<file path="config.mk">
export PLATFORM = sky130hd
export DESIGN_NAME = watchdog_config_guard
export DESIGN_NICKNAME = d
export VERILOG_FILES = /design/src/shared/wdg_pkg.sv /design/src/verilog/wdg_timeout_counter.sv /design/src/verilog/watchdog_config_guard.sv
export VERILOG_INCLUDE_DIRS = /design/src /design/src/shared
export SDC_FILE = /design/constraint.sdc
export NUM_CORES = 1
export LEC_CHECK = 0
export ABC_AREA = 1
export BUFFER_PORTS_ARGS = -buffer_cell sky130_fd_sc_hd__buf_2
export CAP_MARGIN = 20
export CORE_MARGIN = 2
export CORE_UTILIZATION = 50
export CTS_CLUSTER_DIAMETER = 120
export DETAILED_ROUTE_END_ITERATION = 10
export GPL_TIMING_DRIVEN = 0
export MAX_ROUTING_LAYER = met4
export PLACE_DENSITY = 0.75
export SLEW_MARGIN = 20
export SYNTH_ARGS = -nofsm -noshare
export SYNTH_HDL_FRONTEND = slang
export SYNTH_SLANG_ARGS = --single-unit
</file>
<file path="constraint.sdc">
create_clock -name i_clock -period 6.15 [get_ports i_clock]
set_clock_uncertainty 0.05 [all_clocks]
set_input_delay 0.3075 -clock i_clock [delete_from_list [all_inputs] [get_ports i_clock]]
set_output_delay 0.3075 -clock i_clock [all_outputs]
set_load 0.01 [all_outputs]
</file>
<file path="src/shared/wdg_defines.svh">
`ifndef WDG_DEFINES_SVH
`define WDG_DEFINES_SVH

// Register byte offsets on the APB
`define WDG_CTRL_OFFSET      12'h000
`define WDG_STAT_OFFSET      12'h004

// Control register field positions
`define WDG_UNLOCK_BIT       4
`define WDG_ON_BIT           3
`define WDG_TSEL_MSB         2
`define WDG_TSEL_LSB         0

// Status register field positions
`define WDG_STAT_LVL_MSB     1
`define WDG_STAT_LVL_LSB     0
`define WDG_STAT_WIN_BIT     2
`define WDG_STAT_ON_BIT      3

// Reset values
`define WDG_ON_RST           1'b0
`define WDG_TSEL_RST         3'h0

// Change window length in system clock cycles
`define WDG_UNLOCK_CYCLES    3'h4

// Time-out is 2**(base + select) oscillator ticks
`define WDG_TIMEOUT_BASE_LOG2 14

`endif

</file>
<file path="src/shared/wdg_pkg.sv">
package wdg_pkg;

   typedef enum logic [1:0] {
      LVL_0,
      LVL_1,
      LVL_2
   } prot_level_e;

   // Guard state, one flop set for the top module except its time-out counter
   typedef struct packed {
      logic [1:0]  fuse_s1;
      logic [1:0]  fuse_s2;
      logic        tick_s1;
      logic        tick_s2;
      logic        tick_s3;
      logic        on;
      logic [2:0]  tsel;
      logic [2:0]  win_cnt;
      logic        pready;
      logic        pslverr;
      logic [31:0] prdata;
      logic        wdt_reset;
   } guard_state_s;

endpackage : wdg_pkg

</file>
<file path="src/verilog/wdg_timeout_counter.sv">
`timescale 1ns/1ps
`include "wdg_defines.svh"

module wdg_timeout_counter #(
   parameter int BASE_LOG2 = `WDG_TIMEOUT_BASE_LOG2
) (
   input  wire logic       i_clock,
   input  wire logic       i_rst_b,
   input  wire logic       i_tick,
   input  wire logic       i_enable,
   input  wire logic       i_kick,
   input  wire logic [2:0] i_tsel,
   output logic            o_expired
);

   localparam int CW = BASE_LOG2 + 8;

   typedef struct packed {
      logic [CW-1:0] cnt;
      logic          expired;
   } cnt_state_s;

   cnt_state_s st_ff;
   cnt_state_s nxt_st;
   logic [CW-1:0] limit;

   // Terminal count of 2**(base + select) - 1 ticks
   assign limit = ({{(CW-1){1'b0}}, 1'b1} << (BASE_LOG2 + int'(i_tsel))) - 1'b1;

   // Disabled or kicked counter restarts from zero
   always_comb begin
      nxt_st         = st_ff;
      nxt_st.expired = 1'b0;
      if (!i_enable || i_kick) begin
         nxt_st.cnt = '0;
      end else if (i_tick) begin
         if (st_ff.cnt >= limit) begin
            nxt_st.cnt     = '0;
            nxt_st.expired = 1'b1;
         end else begin
            nxt_st.cnt = st_ff.cnt + 1'b1;
         end
      end
   end

   always_ff @(posedge i_clock or negedge i_rst_b) begin
      if (!i_rst_b) begin
         st_ff <= '0;
      end else begin
         st_ff <= nxt_st;
      end
   end

   assign o_expired = st_ff.expired;

endmodule : wdg_timeout_counter

</file>
<file path="src/verilog/watchdog_config_guard.sv">
// The address map and register access over APB are this design's own decisions.
`timescale 1ns/1ps
`include "wdg_defines.svh"

// Functional notes
// - Level 0: starts off, enable by one write
// - Level 0: time-out field writable any time
// - Levels 0/1: second write applies enable, time-out
// - Level 1: starts off, enable needs no unlock
// - Level 1: disable or time-out change needs unlock
// - Level 2: always running, enable reads one
// - Level 2: only unlock-plus-enable opens window
// - Level 2: second write changes time-out only
// - Unlock bit self-clears after four cycles
// - Level from compat and always-on fuses
// - Time-out is 2**(14+select) oscillator cycles
// - Elapsed unkicked time-out issues chip reset
module watchdog_config_guard
   import wdg_pkg::*;
#(
   parameter int TIMEOUT_BASE_LOG2 = `WDG_TIMEOUT_BASE_LOG2
) (
   input  wire logic        i_clock,
   input  wire logic        i_rst_b,
   input  wire logic        i_psel,
   input  wire logic        i_penable,
   input  wire logic        i_pwrite,
   input  wire logic [11:0] i_paddr,
   input  wire logic [31:0] i_pwdata,
   input  wire logic        i_compat_level_fuse,
   input  wire logic        i_always_on_fuse,
   input  wire logic        i_wdt_osc_tick,
   input  wire logic        i_kick_instruction,
   output logic [31:0]      o_prdata,
   output logic             o_pready,
   output logic             o_pslverr,
   output logic             o_watchdog_on,
   output logic             o_wdt_reset
);

   guard_state_s st_ff;
   guard_state_s nxt_st;

   prot_level_e  lvl;
   logic         commit;
   logic         ctrl_sel;
   logic         stat_sel;
   logic         ctrl_wr;
   logic         wr_unlock;
   logic         wr_on;
   logic [2:0]   wr_tsel;
   logic         win_open;
   logic         open_wr;
   logic         second_wr;
   logic         tick;
   logic         expired;

   // Address decode, used for both reads and writes
   function automatic logic addr_hit(input logic [11:0] addr, input logic [11:0] offs);
      addr_hit = (addr[11:2] == offs[11:2]);
   endfunction : addr_hit

   // Level from the synchronised fuses; always-on wins over compat
   always_comb begin
      if (st_ff.fuse_s2[1]) begin
         lvl = LVL_2;
      end else if (st_ff.fuse_s2[0]) begin
         lvl = LVL_0;
      end else begin
         lvl = LVL_1;
      end
   end

   // A transfer takes effect only at the edge that samples pready
   assign commit    = i_psel && i_penable && st_ff.pready;
   assign ctrl_sel  = addr_hit(i_paddr, `WDG_CTRL_OFFSET);
   assign stat_sel  = addr_hit(i_paddr, `WDG_STAT_OFFSET);
   assign ctrl_wr   = commit && i_pwrite && ctrl_sel;
   assign wr_unlock = i_pwdata[`WDG_UNLOCK_BIT];
   assign wr_on     = i_pwdata[`WDG_ON_BIT];
   assign wr_tsel   = i_pwdata[`WDG_TSEL_MSB:`WDG_TSEL_LSB];
   assign win_open  = (st_ff.win_cnt != 3'h0);

   // Only unlock plus enable in one write opens the window
   assign open_wr   = ctrl_wr && wr_unlock && wr_on;
   assign second_wr = ctrl_wr && !wr_unlock && win_open;

   // Oscillator tick edge, read only from the second sync stage on
   assign tick = st_ff.tick_s2 && !st_ff.tick_s3;

   // Whole next-state computation
   always_comb begin
      nxt_st         = st_ff;
      nxt_st.fuse_s1 = {i_always_on_fuse, i_compat_level_fuse};
      nxt_st.fuse_s2 = st_ff.fuse_s1;
      nxt_st.tick_s1 = i_wdt_osc_tick;
      nxt_st.tick_s2 = st_ff.tick_s1;
      nxt_st.tick_s3 = st_ff.tick_s2;

      // Window countdown; reaching zero clears the unlock bit
      if (win_open) begin
         nxt_st.win_cnt = st_ff.win_cnt - 3'h1;
      end

      // Control register write policy per protection level
      if (open_wr) begin
         nxt_st.win_cnt = `WDG_UNLOCK_CYCLES;
         nxt_st.on      = 1'b1;
         if (lvl == LVL_0) begin
            nxt_st.tsel = wr_tsel;
         end
      end else if (second_wr) begin
         nxt_st.win_cnt = 3'h0;
         nxt_st.tsel    = wr_tsel;
         if (lvl != LVL_2) begin
            nxt_st.on = wr_on;
         end
      end else if (ctrl_wr) begin
         // Outside the window enabling is free, disabling is ignored
         nxt_st.on = st_ff.on || wr_on;
         if (lvl == LVL_0) begin
            nxt_st.tsel = wr_tsel;
         end
      end

      // Level 2 forces the watchdog on whatever was written
      if (lvl == LVL_2) begin
         nxt_st.on = 1'b1;
      end

      // APB: one wait state, answer and data from flops
      nxt_st.pready  = i_psel && i_penable && !st_ff.pready;
      nxt_st.pslverr = 1'b0;
      if (i_psel && i_penable && !st_ff.pready) begin
         nxt_st.prdata  = 32'h0;
         nxt_st.pslverr = !(ctrl_sel || stat_sel);
         if (!i_pwrite && ctrl_sel) begin
            nxt_st.prdata[`WDG_UNLOCK_BIT]              = win_open;
            nxt_st.prdata[`WDG_ON_BIT]                  = st_ff.on || (lvl == LVL_2);
            nxt_st.prdata[`WDG_TSEL_MSB:`WDG_TSEL_LSB] = st_ff.tsel;
         end else if (!i_pwrite && stat_sel) begin
            nxt_st.prdata[`WDG_STAT_LVL_MSB:`WDG_STAT_LVL_LSB] = lvl;
            nxt_st.prdata[`WDG_STAT_WIN_BIT]                  = win_open;
            nxt_st.prdata[`WDG_STAT_ON_BIT]                   = st_ff.on;
         end
      end

      // Chip reset request held one cycle per expiry
      nxt_st.wdt_reset = expired;
   end

   // Async reset: watchdog off, window shut, time-out at shortest
   always_ff @(posedge i_clock or negedge i_rst_b) begin
      if (!i_rst_b) begin
         st_ff         <= '0;
         st_ff.on      <= `WDG_ON_RST;
         st_ff.tsel    <= `WDG_TSEL_RST;
         st_ff.win_cnt <= 3'h0;
      end else begin
         st_ff <= nxt_st;
      end
   end

   // Counter restarts on kick, and whenever the watchdog is off
   wdg_timeout_counter #(
      .BASE_LOG2 (TIMEOUT_BASE_LOG2)
   ) u_counter (
      .i_clock   (i_clock),
      .i_rst_b   (i_rst_b),
      .i_tick    (tick),
      .i_enable  (st_ff.on),
      .i_kick    (i_kick_instruction),
      .i_tsel    (st_ff.tsel),
      .o_expired (expired)
   );

   assign o_prdata      = st_ff.prdata;
   assign o_pready      = st_ff.pready;
   assign o_pslverr     = st_ff.pslverr;
   assign o_watchdog_on = st_ff.on;
   assign o_wdt_reset   = st_ff.wdt_reset;
endmodule : watchdog_config_guard

</file>
==> key figures <==
Status
  – Outcome: complete, no violations

CTS
  – Clock sink count: 45
  – Total CTS buffers: 5
  – Setup bufs post-CTS: 0
  – Clock latency on the worst-skew pair: 310 ps
  – CTS tree: built
  – Deepest clock path buffer count: 2
  – Clk slew on worst S/H paths: 100 ps
  – CTS H-tree depth: 2
  – Clk root buf: clkbuf_8

Timing
  – Max-slew headroom: 61.98%
  – Pins Over Slew Limit: 0
  – Min cycle time layout: 3056 ps
  – TNS Setup: 0 ps
  – RSZ-0062 raised after global routing: no
  – Slew @ Worst Pin: 568.2 ps
  – Final hold violation count: 0
  – Final setup violation count: 0
  – Final period util: 49.70%
  – Fmax: 327.2 MHz
  – Final WS setup: 3094 ps

Setup path
  – WS Path Type: reg -> reg
  – Critical Path End Type: register
  – Slowest cell delay on critical path: 520 ps
  – R2R Setup Slk: 3090 ps
  – Critical path peak fanout: 10
  – Worst r2r dst: u_counter.st_ff[13]$_DFFE_PN0P_
  – Most frequent CP cell: nand2_1
  – CP cell instances: inv_1 -> ha_1 -> nand2_1 -> nor2_1 -> nand2_1 -> xnor2_1 -> ha_1 -> nand2_1 -> inv_1 -> nand2_1 -> nor2_1 -> nand2_1 -> nand2_2 -> nor2_8 -> buf_6 -> nand4_1 -> nand2_1
  – Critical Path Source Type: register
  – Worst EP arrival: 3250 ps
  – FF-to-FF Start: st_ff[39]$_DFFE_PN0P_
  – Critical Path RT: 6340 ps
  – Critical-path top delay cell: dfrtp_1
  – R2R cell count: 17

Global route
  – Antenna violations before repair: 0
  – Largest net degree at the start of global routing: 46
  – First-pass GRT wire length: 12380 um
  – GRT overflow: 0
  – Vias in the first global route: 2807
  – Total GRT Usage: 21.70%

Logic synthesis
  – Netlist Area Pre-Place: 3318 um2
  – Yosys cell types: 37
  – Yosys top cell area share: 33.94%
  – Sequential fraction of the synthesis area: 33.94%
  – FF+latch count, synth: 45
  – Cells after Synth: 459
  – YS warnings: 0
  – Synth top area cells: dfrtp_1, nand2_1, ha_1
  – Avg Inst Size Synth: 7.229 um2
  – Largest area contributor in the netlist: dfrtp_1

Power and ir drop
  – Power per cell area: 175.5 nW/um2
  – Sequential Power Share: 48.0%
  – Internal: 485.6 uW
  – Comb pwr share: 16.2%
  – P_leak: 2.141 nW
  – Switching share of power: 27.46%
  – Peak VDD IR: 0.0001387 V
  – P_sw: 183.8 uW
  – Clock Power Share: 35.7%

Floorplan
  – Die X: 85.47 um
  – Row count: 29
  – Io pins: 89
  – Die Y: 85.47 um
  – Starting Density: 51.96%
  – Die area: 7304 um2
  – Placeable Area: 6386 um2

Detailed routing
  – Drt wl/cell: 11.84 um
  – Avg Vias per Cell: 4.913
  – DRC viols: 0
  – Final ANT Viol Nets: 0
  – Post-Route WL: 7173 um
  – Initial detailed-routing violation count: 172
  – First-pass DRT Iterations: 4
  – Via Count: 2977

Cells and area
  – Layout cells sized above 1: 18.34%
  – Commonest non-fill, non-tap cell in the layout: nand2_1
  – Final layout net count: 604
  – Area added between synthesis and finish: 14.97%
  – Antenna cells: 0
  – Util after Layout: 59.74%
  – Most frequent cells in the layout: nand2_1, inv_1, nor2_1

Min path
  – Hold depth: 1
  – HP Class: in -> reg
  – WHS Endpoint: nxt_st[46]$_DFF_PN0_
  – Hold_sp: i_always_on_fuse

Place
  – I/O Buffers: 32
  – Dpl ws: 3155 ps
  – Hpwl dp: 5477 um
  – Final Wtd Congestion: 0.9667

Run
  – Max cap viols: 0
## cells by family (layout without fill, tap and decap cells)
kind of cell,after synthesis,after routing,share of synthesized area (%)
and+or+nand+nor,246,246,33.03
buffers and inverters,97,138,15.16
DFF,45,45,33.94
AOI/OAI and AO/OA,33,33,5.392
adders and majority gates,23,23,8.673
xor gates and xnor gates,14,14,3.695
other,1,30,0.1130
## per-layer routing
layer / vias to the layer above / global-route usage, % / routed length (um)
met5: - / - / 0
met4: 0 / 9.235 / 200
met3: 19 / 3.016 / 298
met2: 80 / 33.95 / 3276
met1: 1350 / 28.24 / 3398
li1: 1528 / - / -
## worst max path at each step
stage / startpoint / to / slack (ps) / depth (start not counted)
after global routing: st_ff[39]$_DFFE_PN0P_ / u_counter.st_ff[16]$_DFFE_PN0P_ / 2800 / 17
after floorplan: st_ff[39]$_DFFE_PN0P_ / u_counter.st_ff[12]$_DFFE_PN0P_ / 3660 / 17
final: st_ff[39]$_DFFE_PN0P_ / u_counter.st_ff[13]$_DFFE_PN0P_ / 3090 / 17
after detailed placement: st_ff[39]$_DFFE_PN0P_ / u_counter.st_ff[10]$_DFFE_PN0P_ / 3150 / 17
after CTS: st_ff[39]$_DFFE_PN0P_ / u_counter.st_ff[10]$_DFFE_PN0P_ / 3100 / 17
after global placement: st_ff[39]$_DFFE_PN0P_ / u_counter.st_ff[10]$_DFFE_PN0P_ / 3220 / 17
## registers in the layout, indices dropped and copies added (netlist names)
signal and flops:
nxt_st 4, o_prdata 5, o_pready 1, o_pslverr 1
o_watchdog_on 1, o_wdt_reset 1, st_ff 9, u_counter.o_expired 1
u_counter.st_ff 22
## timing repair
action	in CTS	in global routing
gates resized for setup	0	0
hold endpoints to repair	0	35
hold buffers	0	1
endpoints found under the setup margin	0	0
## Yosys cell counts
master,count
nand2_1,132
inv_1,48
nor2_1,48
dfrtp_1,45
buf_4,32
ha_1,23
nand4_1,22
nand3_1,15
o21ai_0,11
a21oi_1,10
xor2_1,10
nand2_2,7
nor3_1,7
inv_2,6
a31oi_1,4
clkbuf_1,4
nand3b_1,4
o21ai_1,4
xnor2_1,4
buf_2,2
buf_6,2
clkinv_1,2
nor2_2,2
o21bai_1,2
and2b_1,1
clkinv_2,1
conb_1,1
nand2_4,1
nand3_2,1
nor2_4,1
nor2_8,1
nor3b_1,1
nor4_1,1
o211ai_1,1
o22ai_1,1
or2_1,1
or2_2,1
## critical path, delay by kind of cell (launching register included)
family                     cells  cell delay (ps)
and+or+nand+nor               11             1200
DFF                            1              520
adders and majority gates      2              640
buffers and inverters          3              400
xor gates and xnor gates       1              170
## layout make-up
class	count	area, um2
clock inverters	3	50.05
fillers	588	2571
repair buffers	33	172.7
clock buffers	5	68.82
well taps	77	96.34
multi-input cells	346	1798
plain buffers	40	287.8
flip-flops and latches	45	1126
inverters	57	215.2
## per-stage QoR
stage | power (mW) | instance area [um2] | cells | hold slack, ps
final | 0.6694 | 3815 | 606 | 54.44
after global routing | 0.7070 | 3815 | 606 | 38.23
after CTS | 0.6744 | 3802 | 605 | 44.48
after detailed placement | 0.4369 | 3684 | 597 | 286.3
after global placement | 0.4314 | 3684 | 597 | 283.5
after floorplan | 0.4042 | 3427 | 488 | -38.09
## power groups by stage
stage | Clock (mW) | Combinational (mW) | Sequential (mW)
floorplan | 0 | 0.0784 | 0.326
global placement | 0 | 0.105 | 0.326
detailed placement | 0 | 0.109 | 0.328
CTS | 0.243 | 0.109 | 0.322
global route | 0.256 | 0.128 | 0.323
finish | 0.239 | 0.109 | 0.321
Power figures use the tool's default switching activity.
